### config.mk
export PLATFORM = sky130hd
export DESIGN_NAME = sx_exec_unit
export DESIGN_NICKNAME = d
export VERILOG_FILES = /design/src/sx_pkg.sv /design/src/sx_exec_unit.sv /design/src/sx_store_addr.sv /design/src/sx_shift_xor.sv
export SDC_FILE = /design/constraint.sdc
export NUM_CORES = 1
export LEC_CHECK = 0
export BUFFER_PORTS_ARGS = -buffer_cell sky130_fd_sc_hd__clkbuf_2
export CAP_MARGIN = 20
export CORE_MARGIN = 5
export CORE_UTILIZATION = 55
export CTS_CLUSTER_DIAMETER = 50
export DETAILED_ROUTE_END_ITERATION = 16
export GPL_ROUTABILITY_DRIVEN = 1
export GPL_TIMING_DRIVEN = 0
export PLACE_DENSITY = 0.76
export SLEW_MARGIN = 20
export SYNTH_ARGS = -nofsm -noshare
export SYNTH_HDL_FRONTEND = slang
export SYNTH_SLANG_ARGS = --single-unit
### constraint.sdc
create_clock -name pclk -period 7.1 [get_ports pclk]
set_input_delay 1.065 -clock pclk [delete_from_list [all_inputs] [get_ports pclk]]
set_output_delay 1.065 -clock pclk [all_outputs]
set_load 0.02 [all_outputs]
### src/sx_pkg.sv
package sx_pkg;
  localparam int ADDR_W = 8;
  localparam int IMM_W = 16;

  typedef enum logic [3:0] {
    OP_STORE_HALF_REG,
    OP_STORE_HALF_IMM,
    OP_STORE_WORD_REG,
    OP_STORE_WORD_IMM,
    OP_SHIFT_ARITH,
    OP_SHIFT_THRU_CARRY,
    OP_SHIFT_LOGIC,
    OP_XOR_REG,
    OP_XOR_IMM,
    OP_DCACHE_WR,
    OP_ICACHE_WR
  } sx_op_t;

  typedef enum logic [1:0] {ST_IDLE, ST_EXEC, ST_MEM} sx_state_t;

  localparam logic [ADDR_W-1:0] OFS_CTRL = 8'h00;
  localparam logic [ADDR_W-1:0] OFS_FIRST = 8'h04;
  localparam logic [ADDR_W-1:0] OFS_SECOND = 8'h08;
  localparam logic [ADDR_W-1:0] OFS_STDATA = 8'h0C;
  localparam logic [ADDR_W-1:0] OFS_IMM = 8'h10;
  localparam logic [ADDR_W-1:0] OFS_PREFIX = 8'h14;
  localparam logic [ADDR_W-1:0] OFS_RESULT = 8'h18;
  localparam logic [ADDR_W-1:0] OFS_MACH = 8'h1C;
  localparam logic [ADDR_W-1:0] OFS_STATUS = 8'h20;

  localparam int CTRL_OP_LSB = 0;
  localparam int CTRL_OP_W = 4;
  localparam int CTRL_GO_BIT = 8;
  localparam int CTRL_PFX_BIT = 9;
  localparam int MACH_CARRY_BIT = 0;
  localparam int MACH_DCE_BIT = 1;
  localparam int MACH_ICE_BIT = 2;
  localparam int STAT_BUSY_BIT = 0;
  localparam int STAT_ERR_BIT = 1;

  localparam logic [31:0] WORD_RST = 32'h0000_0000;
  localparam logic [15:0] HALF_RST = 16'h0000;
  localparam logic [2:0] MACH_RST = 3'h0;
  localparam logic [3:0] BE_ALL = 4'hF;
  localparam logic [3:0] BE_HI_HALF = 4'hC;
  localparam logic [3:0] BE_LO_HALF = 4'h3;
endpackage : sx_pkg

### src/sx_exec_unit.sv
`timescale 1ns/1ns
module sx_exec_unit
  import sx_pkg::*;
#(
  parameter bit XORI_ZERO_EXT = 1'b0
) (
  input wire logic pclk,
  input wire logic presetn,
  input wire logic psel,
  input wire logic penable,
  input wire logic pwrite,
  input wire logic [ADDR_W-1:0] paddr,
  input wire logic [31:0] pwdata,
  output logic [31:0] prdata,
  output logic pready,
  output logic pslverr,
  output logic mem_wr,
  output logic [0:31] mem_addr,
  output logic [0:31] mem_wdata,
  output logic [0:3] mem_be,
  output logic dcache_wr,
  output logic icache_wr,
  output logic [0:31] cache_tag,
  output logic cache_valid,
  output logic cache_lock,
  output logic [0:31] cache_data
);
  sx_state_t st_q, st_d;
  sx_op_t op_q, op_d;
  logic [0:31] first_q, first_d, second_q, second_d, stdata_q, stdata_d;
  logic [0:15] imm_q, imm_d, prefix_q, prefix_d;
  logic pfx_q, pfx_d;
  logic [0:31] result_q, result_d;
  logic [2:0] mach_q, mach_d;
  logic err_q, err_d, err_set, err_clr;
  logic [31:0] prdata_q, prdata_d, rd_mux;
  logic pready_q, pready_d, pslverr_q, pslverr_d;
  logic mem_wr_q, mem_wr_d, dc_wr_q, dc_wr_d, ic_wr_q, ic_wr_d;
  logic [0:31] mem_addr_q, mem_addr_d, mem_wdata_q, mem_wdata_d;
  logic [0:3] mem_be_q, mem_be_d;
  logic [0:31] ctag_q, ctag_d, cdata_q, cdata_d;
  logic busy, hit, wr_ok, is_half, is_imm, is_store;
  logic [0:31] imm_ext, xor_imm, st_addr, st_wdata, alu_res;
  logic [0:3] st_be;
  logic alu_cout;

  assign busy = (st_q != ST_IDLE);
  assign wr_ok = psel && penable && pready_q && pwrite && !pslverr_q;
  assign is_half = (op_q == OP_STORE_HALF_REG) || (op_q == OP_STORE_HALF_IMM);
  assign is_imm = (op_q == OP_STORE_HALF_IMM) || (op_q == OP_STORE_WORD_IMM);
  assign is_store = is_half || is_imm || (op_q == OP_STORE_WORD_REG);

  assign imm_ext = pfx_q ? {prefix_q, imm_q} : {{IMM_W{imm_q[0]}}, imm_q};
  assign xor_imm = (XORI_ZERO_EXT && !pfx_q) ? {HALF_RST, imm_q} : imm_ext;

  sx_store_addr u_store (
    .half(is_half),
    .use_imm(is_imm),
    .base(first_q),
    .index(second_q),
    .imm_ext(imm_ext),
    .data(stdata_q),
    .addr(st_addr),
    .wdata(st_wdata),
    .be(st_be)
  );

  sx_shift_xor u_alu (
    .op(op_q),
    .a(first_q),
    .b(second_q),
    .imm_ext(xor_imm),
    .carry_in(mach_q[MACH_CARRY_BIT]),
    .res(alu_res),
    .cout(alu_cout)
  );

  always_comb begin
    hit = 1'b1;
    rd_mux = WORD_RST;
    case (paddr)
      OFS_CTRL: rd_mux = {22'h0, pfx_q, 1'b0, 4'h0, op_q};
      OFS_FIRST: rd_mux = first_q;
      OFS_SECOND: rd_mux = second_q;
      OFS_STDATA: rd_mux = stdata_q;
      OFS_IMM: rd_mux = {HALF_RST, imm_q};
      OFS_PREFIX: rd_mux = {HALF_RST, prefix_q};
      OFS_RESULT: rd_mux = result_q;
      OFS_MACH: rd_mux = {29'h0, mach_q};
      OFS_STATUS: rd_mux = {30'h0, err_q, busy};
      default: hit = 1'b0;
    endcase
  end

  always_comb begin
    st_d = st_q;
    op_d = op_q;
    first_d = first_q;
    second_d = second_q;
    stdata_d = stdata_q;
    imm_d = imm_q;
    prefix_d = prefix_q;
    pfx_d = pfx_q;
    result_d = result_q;
    mach_d = mach_q;
    err_set = 1'b0;
    err_clr = 1'b0;
    prdata_d = prdata_q;
    pready_d = 1'b0;
    pslverr_d = 1'b0;
    mem_wr_d = 1'b0;
    mem_addr_d = mem_addr_q;
    mem_wdata_d = mem_wdata_q;
    mem_be_d = mem_be_q;
    dc_wr_d = 1'b0;
    ic_wr_d = 1'b0;
    ctag_d = ctag_q;
    cdata_d = cdata_q;
    // one wait state keeps every bus output registered
    if (psel && penable && !pready_q) begin
      pready_d = 1'b1;
      pslverr_d = !hit || (pwrite && busy);
      prdata_d = rd_mux;
    end
    // operands are frozen while busy, so writes then are refused
    if (wr_ok) begin
      case (paddr)
        OFS_CTRL: begin
          pfx_d = pwdata[CTRL_PFX_BIT];
          if (pwdata[CTRL_GO_BIT]) begin
            if (pwdata[CTRL_OP_LSB +: CTRL_OP_W] > OP_ICACHE_WR) begin
              err_set = 1'b1;
            end else begin
              op_d = sx_op_t'(pwdata[CTRL_OP_LSB +: CTRL_OP_W]);
              st_d = ST_EXEC;
            end
          end
        end
        OFS_FIRST: first_d = pwdata;
        OFS_SECOND: second_d = pwdata;
        OFS_STDATA: stdata_d = pwdata;
        OFS_IMM: imm_d = pwdata[15:0];
        OFS_PREFIX: prefix_d = pwdata[15:0];
        OFS_MACH: mach_d = pwdata[2:0];
        OFS_STATUS: err_clr = pwdata[STAT_ERR_BIT];
        default: ;
      endcase
    end
    unique case (st_q)
      ST_IDLE: ;
      ST_EXEC: begin
        // prefix covers only the next instruction
        pfx_d = 1'b0;
        st_d = ST_IDLE;
        unique case (op_q)
          OP_STORE_HALF_REG, OP_STORE_HALF_IMM, OP_STORE_WORD_REG, OP_STORE_WORD_IMM: begin
            st_d = ST_MEM;
            mem_wr_d = 1'b1;
            mem_addr_d = st_addr;
            mem_wdata_d = st_wdata;
            mem_be_d = st_be;
          end
          OP_SHIFT_ARITH, OP_SHIFT_THRU_CARRY, OP_SHIFT_LOGIC: begin
            result_d = alu_res;
            mach_d[MACH_CARRY_BIT] = alu_cout;
          end
          OP_XOR_REG, OP_XOR_IMM: begin
            result_d = alu_res;
          end
          OP_DCACHE_WR: begin
            if (mach_q[MACH_DCE_BIT]) begin
              err_set = 1'b1;
            end else begin
              dc_wr_d = 1'b1;
              ctag_d = first_q;
              cdata_d = second_q;
            end
          end
          OP_ICACHE_WR: begin
            if (mach_q[MACH_ICE_BIT]) begin
              err_set = 1'b1;
            end else begin
              ic_wr_d = 1'b1;
              ctag_d = first_q;
              cdata_d = second_q;
            end
          end
        endcase
      end
      ST_MEM: st_d = ST_IDLE;
    endcase
    // a new error beats a clear in the same cycle
    err_d = err_set || (err_q && !err_clr);
  end

  always_ff @(posedge pclk or negedge presetn) begin
    if (!presetn) begin
      st_q <= ST_IDLE;
      op_q <= OP_STORE_HALF_REG;
      {first_q, second_q, stdata_q, result_q} <= {4{WORD_RST}};
      {imm_q, prefix_q, pfx_q, mach_q, err_q} <= {HALF_RST, HALF_RST, 1'b0, MACH_RST, 1'b0};
      {prdata_q, pready_q, pslverr_q} <= {WORD_RST, 2'b00};
      {mem_wr_q, mem_addr_q, mem_wdata_q, mem_be_q} <= {1'b0, WORD_RST, WORD_RST, 4'h0};
      {dc_wr_q, ic_wr_q, ctag_q, cdata_q} <= {2'b00, WORD_RST, WORD_RST};
    end else begin
      st_q <= st_d;
      op_q <= op_d;
      {first_q, second_q, stdata_q, result_q} <= {first_d, second_d, stdata_d, result_d};
      {imm_q, prefix_q, pfx_q, mach_q, err_q} <= {imm_d, prefix_d, pfx_d, mach_d, err_d};
      {prdata_q, pready_q, pslverr_q} <= {prdata_d, pready_d, pslverr_d};
      {mem_wr_q, mem_addr_q, mem_wdata_q, mem_be_q} <= {mem_wr_d, mem_addr_d, mem_wdata_d, mem_be_d};
      {dc_wr_q, ic_wr_q, ctag_q, cdata_q} <= {dc_wr_d, ic_wr_d, ctag_d, cdata_d};
    end
  end

  assign {prdata, pready, pslverr} = {prdata_q, pready_q, pslverr_q};
  assign {mem_wr, mem_addr, mem_wdata, mem_be} = {mem_wr_q, mem_addr_q, mem_wdata_q, mem_be_q};
  assign {dcache_wr, icache_wr, cache_tag, cache_data} = {dc_wr_q, ic_wr_q, ctag_q, cdata_q};
  assign {cache_valid, cache_lock} = {ctag_q[30], ctag_q[31]};

  logic exec;
  assign exec = (st_q == ST_EXEC);
endmodule : sx_exec_unit

### src/sx_store_addr.sv
`timescale 1ns/1ns
module sx_store_addr
  import sx_pkg::*;
(
  input wire logic half,
  input wire logic use_imm,
  input wire logic [0:31] base,
  input wire logic [0:31] index,
  input wire logic [0:31] imm_ext,
  input wire logic [0:31] data,
  output logic [0:31] addr,
  output logic [0:31] wdata,
  output logic [0:3] be
);
  logic [0:31] sum;

  always_comb begin
    sum = base + (use_imm ? imm_ext : index);
    if (half) begin
      addr = {sum[0:30], 1'b0};
      wdata = {data[16:31], data[16:31]};
      be = sum[30] ? BE_LO_HALF : BE_HI_HALF;
    end else begin
      addr = {sum[0:29], 2'h0};
      wdata = data;
      be = BE_ALL;
    end
  end
endmodule : sx_store_addr

### src/sx_shift_xor.sv
`timescale 1ns/1ns
module sx_shift_xor
  import sx_pkg::*;
(
  input wire sx_op_t op,
  input wire logic [0:31] a,
  input wire logic [0:31] b,
  input wire logic [0:31] imm_ext,
  input wire logic carry_in,
  output logic [0:31] res,
  output logic cout
);
  always_comb begin
    res = a ^ b;
    cout = carry_in;
    case (op)
      OP_SHIFT_ARITH: {res, cout} = {a[0], a};
      OP_SHIFT_THRU_CARRY: {res, cout} = {carry_in, a};
      OP_SHIFT_LOGIC: {res, cout} = {1'b0, a};
      OP_XOR_IMM: res = a ^ imm_ext;
      default: res = a ^ b;
    endcase
  end
endmodule : sx_shift_xor

==> results of run 1 <==
worst min-delay path, delay by kind of cell, from the launching register on:
| family | cells | cell delay [ns] |
|---|---|---|
| flip-flops | 1 | 0.34 |
| AO/OA/AOI/OAI | 1 | 0.06 |
| AND/OR/NAND/NOR | 1 | 0.05 |
worst min-delay path by stage:
stage / startpoint / to / slack (ns) / cells past startpoint
global route: mem_wdata[20] / mem_wdata[20] / 0.50 / 2
CTS: mem_wdata[20] / mem_wdata[20] / 0.48 / 2
finish: mem_addr[11] / mem_addr[11] / 0.48 / 2
floorplan: result_q[30] / result_q[30] / 0.44 / 2
detailed placement: mem_wdata[18] / mem_wdata[18] / 0.47 / 2
global placement: mem_wdata[23] / mem_wdata[23] / 0.46 / 2
cell type report:
class,instances,area (µm²),area share
inverters,13,48.8,0.00246
repair buffers,217,1160,0.0586
clock buffers,49,1020,0.0516
multi-input cells,1133,7970,0.402
plain buffers,109,472,0.0238
well taps,396,495,0.0250
diodes,1,2.50,0.000126
clock inverters,16,219,0.0110
flip-flops and latches,337,8430,0.425
power breakdown:
group	total, mW	switching (mW)	internal [mW]
Sequential	1.98	0.0260	1.95
Combinational	0.209	0.149	0.0597
Clock	1.98	0.812	1.17
Total	4.17	0.987	3.18
layout by cell type (no fill, tap or decap), types with 4 or more instances in the layout:
master       n
nand3_1     13
buf_2        9
clkbuf_1    80
o21a_1       5
mux2i_1     39
mux2_2     224
or3_1        4
buf_1       15
and3_1       6
clkbuf_16   38
o31ai_1      6
a21oi_1    148
and2_1       7
xnor2_1     27
nand2b_1     5
ha_1        36
inv_1       12
clkbuf_8     4
nor2_1     150
xor2_1      28
bufinv_16    4
dfrtp_1    337
o21bai_1     5
nand2_1    172
clkbuf_2   215
a22oi_1     12
a222oi_1    18
a221oi_1    12
a21o_1      23
buf_4        9
o21ai_0     80
nand3b_1     5
a31oi_1     28
nor2b_1      6
nor3_1      11
nand4_1     13
layer usage:
metal | global-route usage | vias to the layer above | part of all wire
met1 | 0.454 | 7093 | 0.41
met4 | 0.130 | 0 | 0.045
met5 | 0 | - | 0
met3 | 0.0689 | 158 | 0.092
met2 | 0.512 | 739 | 0.46
li1 | - | 6225 | -
logic make-up (layout without fill, tap and decap cells):
kind of cell	count (synthesis)	count (layout)	share of synthesized area
DFF	337	337	0.499
muxes	267	267	0.176
AOI/OAI and AO/OA	365	365	0.132
adders and majority gates	37	37	0.0278
buffers and inverters	122	404	0.0307
and+or+nand+nor	408	408	0.106
other	1	2	0.000222
xor gates and xnor gates	55	55	0.0285
flip-flops by register name, indices dropped and copies added (netlist names), 2 cells and up:
name / cells
st_q: 2
result_q: 32
prefix_q: 16
imm_q: 16
mem_addr: 31
second_q: 32
cache_data: 32
prdata: 32
stdata_q: 32
mem_wdata: 32
mach_q: 3
cache_tag: 32
mem_be: 2
op_q: 4
first_q: 32
==> flow_metrics.env, run 1 <==
export IMPL_status="finished, final reports clean"
export IMPL_crit_slowest_cell="clkbuf_1"
export IMPL_io_buffers=214
export IMPL_die_w_um=185
export IMPL_viasPerCell=6.26
export IMPL_cts_setup_buffers=0
export IMPL_grt_pass1_wl_um=86000
export IMPL_crit_end="mem_addr[1]"
export IMPL_worstPathCellList="buf_2, nor3b_4, clkbuf_1, clkbuf_1, mux2_2, fa_1, a21o_1, a21oi_1, o211ai_1, a31oi_1, o32ai_1, o21ai_0, xor2_1, o21ai_0"
export IMPL_grt_max_degree=94
export IMPL_vias=14200
export IMPL_synth_flop_cell="dfrtp_1"
export IMPL_drc=0
export IMPL_cts_buffer_depth=3
export IMPL_async_flop_share=1.00
export IMPL_avgSynthCellArea_um2=10.6
export IMPL_yosysMostFrequentCell="dfrtp_1"
export IMPL_cts_tree="done"
export IMPL_syn_instance_count=1592
export IMPL_clk_latency_ns=0.54
export IMPL_r2r_start="op_q[2]"
export IMPL_wirelength_um=56500
export IMPL_fin_util=0.650
export IMPL_cp_max_fo=10
export IMPL_area_delta_synth_final_pct=17.2
export IMPL_antenna_left=0
export IMPL_finalNetCount=1931
export IMPL_grt_pass1_vias=14300
export IMPL_grt_usage=0.329
export IMPL_place_ws_ns=1.99
export IMPL_start_util=0.554
export IMPL_crit_start="op_q[2]"
export IMPL_io_pins=216
export IMPL_core_um2=30500
export IMPL_path_class="flip-flop to flip-flop"
export IMPL_finalHoldViolations=0
export IMPL_cts_clk_slew_worst_paths_ns=0.06
export IMPL_setup_worst_path_start_class="flip-flop"
export IMPL_r2r_setup_slack_ns=1.87
export IMPL_power_mw=4.17
export IMPL_placed_area_um2=18600
export IMPL_rsz0062_at_grt="no"
export IMPL_nFillCells=2497
export IMPL_routabilityCongestion=0.988
export IMPL_leakage_nw=9.86
export IMPL_setup_ws_ns=1.87
export IMPL_worstSetupEndpointType="flip-flop"
export IMPL_crit_family="compound AO/OA/AOI/OAI gates"
export IMPL_cts_repair_resized=0
export IMPL_num_rows=64
export IMPL_path_buf_inv=3
export IMPL_cts_hold_buf=0
export IMPL_ys_seq_area_frac=0.499
export IMPL_path_depth=14
export IMPL_maxSlewViolCount=0
export IMPL_cp_required_ns=7.50
export IMPL_h_tree_depth=2
export IMPL_dieHeight_um=185
export IMPL_synth_edf_count=0
export IMPL_cts_num_sinks=337
export IMPL_clock_skew_ns=0.0163
export IMPL_synth_top_area_frac=0.499
export IMPL_ys_top_cells_by_count="dfrtp_1 (337), mux2_2 (224), nand2_1 (172)"
export IMPL_firstDrtPassIters=9
export IMPL_ys_warn_count=0
export IMPL_synthTopCellsByArea="dfrtp_1 (50%), mux2_2 (15%), a21oi_1 (4.4%)"
export IMPL_dpl_hpwl_um=41700
export IMPL_instances_no_fill=2271
export IMPL_drive_gt1_frac=0.285
export IMPL_die_area_um2=34400
export IMPL_relSlewSlack=0.241
export IMPL_max_cap_violations=0
export IMPL_crit_path_max_incr_delay_ns=0.70
export IMPL_final_area_um2=19800
export IMPL_synth_area_um2=16900
export IMPL_syn_nets=1674
export IMPL_ys_types=73
export IMPL_ir_drop_mv=0.164
export IMPL_grt_overflow_total=0
export IMPL_critPathArrivalTime_ns=5.63
export IMPL_drtIter0Drc=1681
export IMPL_post_drt_wl_per_cell_um=24.9
export IMPL_tightest_slew_ns=1.14
export IMPL_pwr_density_cell_nw_per_um2=210
export IMPL_r2r_cells=14
export IMPL_place_inst=2205
export IMPL_fmax_ghz=0.191
export IMPL_final_min_clock_period_ns=5.23
export IMPL_synth_seq_cells=337
export IMPL_fin_hold_ws_ns=0.478
export IMPL_root_buffer="clkbuf_16"
export IMPL_numCtsBuffers=38
export IMPL_fin_crit_sh=0.737
export IMPL_synth_top_area_cell="dfrtp_1"
export IMPL_rr_endpoint="mem_addr[1]"
export IMPL_antenna_found_initial=1
export IMPL_setup_viol_count_final=0
export IMPL_finalSetupTns_ns=0
export IMPL_hold_class="flip-flop to flip-flop"
No activity file was read; power rests on OpenSTA's default activity.
==> run 2: changes to the inputs <==
--- a/config.mk
+++ b/config.mk
@@ -8,12 +8,12 @@
 export BUFFER_PORTS_ARGS = -buffer_cell sky130_fd_sc_hd__clkbuf_2
 export CAP_MARGIN = 20
 export CORE_MARGIN = 5
-export CORE_UTILIZATION = 55
+export CORE_UTILIZATION = 53
 export CTS_CLUSTER_DIAMETER = 50
 export DETAILED_ROUTE_END_ITERATION = 16
 export GPL_ROUTABILITY_DRIVEN = 1
 export GPL_TIMING_DRIVEN = 0
-export PLACE_DENSITY = 0.76
+export PLACE_DENSITY = 0.77
 export SLEW_MARGIN = 20
 export SYNTH_ARGS = -nofsm -noshare
 export SYNTH_HDL_FRONTEND = slang
==> constraint.sdc (replaced) <==
create_clock -name pclk -period 4.5 [get_ports pclk]
set_input_delay 0.675 -clock pclk [delete_from_list [all_inputs] [get_ports pclk]]
set_output_delay 0.675 -clock pclk [all_outputs]
set_load 0.02 [all_outputs]
==> run 2 against run 1 <==
Against the previous run:
- sequential share of layout area shrank 0.054 points
- register-to-register slack lost 1.7 ns
- sequential power grew 58%
- flip-flop and latch count is the same
- routed wire length shrank 0.74%
- combinational power grew 58%
- setup slack lost 1.7 ns
- first-iteration DRC count grew 12%
- die area grew 3.6%
- critical endpoint unchanged
- largest power group unchanged
==> flow_metrics.env, run 2 (synthesized netlist as in run 1, its figures left out) <==
export IMPL_cts_buffer_depth=3
export IMPL_cts_setup_buffers=0
export IMPL_seqPwrFrac=0.484
export IMPL_status="finished, final reports clean"
export IMPL_drive_gt1_frac=0.288
export IMPL_antenna_left=0
export IMPL_io_pins=216
export IMPL_relSlewSlack=0.216
export IMPL_mostFrequentLayoutCell="dfrtp_1"
export IMPL_ir_drop_mv=0.257
export IMPL_antenna_found_initial=1
export IMPL_grt_max_degree=87
export IMPL_hold_class="input pin to async pin"
export IMPL_final_min_clock_period_ns=4.34
export IMPL_dieHeight_um=189
export IMPL_die_w_um=189
export IMPL_setup_worst_path_start_class="flip-flop"
export IMPL_grt_usage=0.312
export IMPL_rsz0062_at_grt="yes"
export IMPL_vias=14100
export IMPL_clk_latency_ns=0.54
export IMPL_numCtsBuffers=38
export IMPL_use_met3=0.0782
export IMPL_pwr_density_cell_nw_per_um2=325
export IMPL_finalNetCount=1933
export IMPL_area_delta_synth_final_pct=17.4
export IMPL_power_mw=6.44
export IMPL_fmax_ghz=0.230
export IMPL_final_cell_mix="dfrtp_1 (337), mux2_2 (224), clkbuf_2 (216)"
export IMPL_core_um2=31600
export IMPL_use_met2=0.495
export IMPL_cts_num_sinks=337
export IMPL_io_buffers=214
export IMPL_num_rows=65
export IMPL_use_met1=0.423
export IMPL_switching_share=0.240
export IMPL_max_cap_violations=0
export IMPL_wirelength_um=56100
export IMPL_root_buffer="clkbuf_16"
export IMPL_grt_pass1_vias=14200
export IMPL_grt_pass1_wl_um=85800
export IMPL_cp_max_fo=10
export IMPL_leakage_nw=9.87
export IMPL_firstDrtPassIters=7
export IMPL_n_antenna_cell=0
export IMPL_tightest_slew_ns=1.18
export IMPL_finalHoldViolations=0
export IMPL_fin_hold_ws_ns=0.124
export IMPL_routabilityCongestion=0.980
export IMPL_viasPerCell=6.18
export IMPL_critPathArrivalTime_ns=4.74
export IMPL_clkPwrFrac=0.464
export IMPL_start_util=0.536
export IMPL_gr_max_usage_layer="met2"
export IMPL_drc=0
export IMPL_cts_tree="done"
export IMPL_cts_hold_buf=0
export IMPL_dpl_hpwl_um=41700
export IMPL_intPower_mw=4.89
export IMPL_worstSetupEndpointType="flip-flop"
export IMPL_maxSlewViolCount=0
export IMPL_path_class="flip-flop to flip-flop"
export IMPL_comb_power_share=0.051
export IMPL_h_tree_depth=2
export IMPL_cts_clk_slew_worst_paths_ns=0.06
export IMPL_post_drt_wl_per_cell_um=24.6
export IMPL_setup_viol_count_final=0
export IMPL_clock_skew_ns=0.0246
export IMPL_cp_required_ns=4.90
export IMPL_grt_overflow_total=0
export IMPL_drtIter0Drc=1886
export IMPL_die_area_um2=35600
export IMPL_fin_crit_sh=0.964
export IMPL_switchingPower_mw=1.55
## run 2: final timing paths
check	from	endpoint	slack (ns)	cells after the start
max in group asynchronous	presetn	cache_data[2]	3.18	3
worst min register to register	pready	pslverr	0.47	1
worst max-delay path	op_q[2]	mem_addr[1]	0.16	14
min in group pclk	pwdata[20]	stdata_q[11]	0.39	2
worst max register to register	op_q[2]	mem_addr[1]	0.16	14
worst min-delay path	presetn	first_q[27]	0.12	1
## run 2: timing repair
item                       4_1_cts  5_1_grt
hold endpoints to repair         0        0
cloned                           0        0
pin swaps                        0        0
setup endpoints to repair       18        3
resized for setup                6        4
## run 2: metal layers
metal	share of wire	vias up
met2	0.46	772
met4	0.038	2
met5	0.00034	-
met1	0.40	6977
li1	-	6215
met3	0.10	128
## run 2: power groups by stage
stage / Clock [mW] / Combinational [mW] / Sequential, mW
final: 2.99 / 0.331 / 3.12
after detailed placement: 0 / 0.331 / 3.17
after floorplan: 0 / 0.0857 / 3.21
after global placement: 0 / 0.311 / 3.18
after global routing: 3.14 / 0.362 / 3.12
after CTS: 3.02 / 0.333 / 3.12
## run 2: layout make-up
cell class | count | area [µm²]
Inverter | 13 | 48.8
Clock inverter | 13 | 141
Buffer | 109 | 480
Fill cell | 2524 | 11700
Multi-Input combinational cell | 1133 | 7980
Timing Repair Buffer | 219 | 1200
Tap cell | 402 | 503
Sequential cell | 337 | 8430
Clock buffer | 53 | 1060
## run 2: metrics by stage
step                area, µm²   util  setup slack, ns  cells  TNS (ns)
floorplan               16900      -            0.732   1592         0
global placement        18500  0.586            -4.40   2208  -1476.69
detailed placement      18600  0.590           -0.607   2212     -5.26
CTS                     19800  0.628           0.0997   2278         0
global route            19900  0.629          -0.0943   2279   -0.0943
finish                  19900  0.629            0.160   2279         0
## run 2: critical path, cell delays in order (launching register included)
cell	delay [ns]
dfrtp_1	0.36
buf_2	0.18
nor3b_4	0.33
clkbuf_4	0.35
clkbuf_4	0.31
mux2_2	0.43
fa_1	0.42
a21o_1	0.20
a21oi_1	0.27
o211ai_1	0.20
a31oi_2	0.36
o32ai_1	0.19
o21ai_0	0.24
xor2_1	0.24
o21ai_0	0.11
==> run 3: changes to the inputs <==
--- a/config.mk
+++ b/config.mk
@@ -14,7 +14,9 @@
 export GPL_ROUTABILITY_DRIVEN = 1
 export GPL_TIMING_DRIVEN = 0
 export PLACE_DENSITY = 0.77
+export RECOVER_POWER = 50
 export SLEW_MARGIN = 20
 export SYNTH_ARGS = -nofsm -noshare
 export SYNTH_HDL_FRONTEND = slang
 export SYNTH_SLANG_ARGS = --single-unit
+export TNS_END_PERCENT = 30
==> run 3 against run 2 <==
Against the previous run:
- the flow now finishes with violations (capacitance limit, slew limit)
- hold slack improved by 0.27 ns
- routed wire length increased by 0.19%
- global-route usage unchanged
- clock skew decreased by 0.0013 ns
- sequential power about the same
- combinational power decreased by 2%
- count of clock-buffer cells in the layout unchanged
==> flow_metrics.env, run 3 (synthesized netlist as in run 1, its figures left out) <==
export IMPL_status="finished with violations"
export IMPL_violations="capacitance limit, slew limit"
export IMPL_grt_overflow_total=0
export IMPL_final_min_clock_period_ns=4.37
export IMPL_cts_clk_slew_worst_paths_ns=0.06
export IMPL_viasPerCell=6.21
export IMPL_crit_family="compound AO/OA/AOI/OAI gates"
export IMPL_place_inst=2212
export IMPL_routabilityCongestion=0.980
export IMPL_leakage_nw=9.57
export IMPL_max_cap_violations=1
export IMPL_numCtsBuffers=38
export IMPL_io_pins=216
export IMPL_multiInputGateArea_um2=7980
export IMPL_fin_crit_sh=0.971
export IMPL_final_cell_mix="dfrtp_1 (337), mux2_2 (224), nand2_1 (172)"
export IMPL_start_util=0.536
export IMPL_fin_util=0.624
export IMPL_area_delta_synth_final_pct=16.5
export IMPL_hold_class="input pin to flip-flop"
export IMPL_dieHeight_um=189
export IMPL_root_buffer="clkbuf_16"
export IMPL_setup_worst_path_start_class="flip-flop"
export IMPL_firstDrtPassIters=6
export IMPL_h_tree_depth=2
export IMPL_path_class="flip-flop to flip-flop"
export IMPL_finalHoldViolations=0
export IMPL_io_buffers=214
export IMPL_tightest_slew_ns=3.45
export IMPL_pwr_density_cell_nw_per_um2=326
export IMPL_dpl_hpwl_um=41700
export IMPL_antenna_left=0
export IMPL_clock_skew_ns=0.0233
export IMPL_drive_gt1_frac=0.243
export IMPL_maxSlewViolCount=60
export IMPL_place_ws_ns=-0.607
export IMPL_worstSetupEndpointType="flip-flop"
export IMPL_cp_common_cell="o21ai_0"
export IMPL_cts_hold_buf=0
export IMPL_vias=14200
export IMPL_grt_usage=0.312
export IMPL_post_drt_wl_per_cell_um=24.7
export IMPL_instances_no_fill=2279
export IMPL_crit_path_max_incr_delay_ns=0.44
export IMPL_wirelength_um=56200
export IMPL_cp_required_ns=4.89
export IMPL_relSlewSlack=-1.30
export IMPL_ff_latch_area_um2=8430
export IMPL_cts_buffer_depth=3
export IMPL_die_w_um=189
export IMPL_clk_latency_ns=0.55
export IMPL_core_um2=31600
export IMPL_grt_pass1_vias=14200
export IMPL_cp_max_fo=10
export IMPL_drtIter0Drc=1868
export IMPL_finalSetupTns_ns=0
export IMPL_die_area_um2=35600
export IMPL_antenna_found_initial=1
export IMPL_drc=0
export IMPL_worstPathCellList="buf_2, nor3b_4, clkbuf_4, clkbuf_4, mux2_2, ha_1, clkbuf_1, a21o_1, a31oi_1, o21ai_0, a2111oi_1, o32ai_1, o21ai_0, xor2_1, o21ai_0"
export IMPL_cts_num_sinks=337
export IMPL_finalNetCount=1933
export IMPL_ir_drop_mv=0.258
export IMPL_rsz0062_at_grt="yes"
export IMPL_crit_slowest_cell="a2111oi_1"
export IMPL_mostFrequentLayoutCell="dfrtp_1"
export IMPL_cts_tree="done"
export IMPL_grt_pass1_wl_um=85800
export IMPL_critPathArrivalTime_ns=4.77
export IMPL_fmax_ghz=0.229
export IMPL_setup_viol_count_final=0
export IMPL_grt_max_degree=87
export IMPL_nFillCells=2557
export IMPL_num_rows=65
export IMPL_n_antenna_cell=0
export IMPL_path_buf_inv=4
export IMPL_setup_ws_ns=0.128
## run 3: cell count changes in the layout (fill, tap and decap cells not counted)
cell	before	now
buf_16	4	2
buf_6	2	3
clkbuf_1	78	161
clkbuf_2	216	134
clkbuf_4	2	3
clkbuf_8	6	5
## run 3: worst register-to-register path, delay by kind of cell (launching register included)
family	cells	cell delay (ns)
compound gates	7	1.55
xor+xnor	1	0.25
fa+ha+maj	1	0.32
buf+inv	4	1.06
flops	1	0.36
mux	1	0.37
simple gates	1	0.33
## run 3: what timing repair did
item,in CTS,in global routing
setup endpoints to repair,18,3
gates resized for setup,6,4
buffers inserted,0,0
## run 3: power breakdown
part | internal (mW) | switching, mW | total [mW]
Sequential | 3.08 | 0.0424 | 3.12
Clock | 1.72 | 1.26 | 2.98
Combinational | 0.0905 | 0.235 | 0.325
## run 3: path summary, 6_finish.rpt
check / slack (ns) / startpoint / endpoint / depth (start not counted)
max: 0.13 / op_q[2] / mem_addr[1] / 15
min: 0.40 / pwdata[20] / stdata_q[11] / 2
max reg2reg: 0.13 / op_q[2] / mem_addr[1] / 15
min reg2reg: 0.47 / pready / pslverr / 1
max in group asynchronous: 0.82 / presetn / mem_wdata[24] / 3
min in group asynchronous: 1.31 / presetn / cache_data[29] / 1
## run 3: stage by stage
stage          area, µm²  hold slack [ns]  power, mW
2_1_floorplan      16900            0.379       3.30
3_3_place_gp       18500            0.459       3.49
3_5_place_dp       18600            0.463       3.51
4_1_cts            19800            0.137       6.47
5_1_grt            19700            0.400       6.62
6_report           19700            0.396       6.43
## run 3: per-layer routing
layer | up-vias | share of wire | global-route usage
met5 | - | 0.00034 | 0
met2 | 771 | 0.46 | 0.495
li1 | 6227 | - | -
met1 | 7030 | 0.40 | 0.423
met3 | 126 | 0.10 | 0.0782
met4 | 2 | 0.038 | 0.108
## run 3: final cells by class
cell class,count,share of cell area
Clock inverter,13,0.00718
Inverter,13,0.00248
Clock buffer,53,0.0537
Tap cell,402,0.0255
Multi-Input combinational cell,1133,0.405
Sequential cell,337,0.428
Buffer,109,0.0244
Timing Repair Buffer,219,0.0536
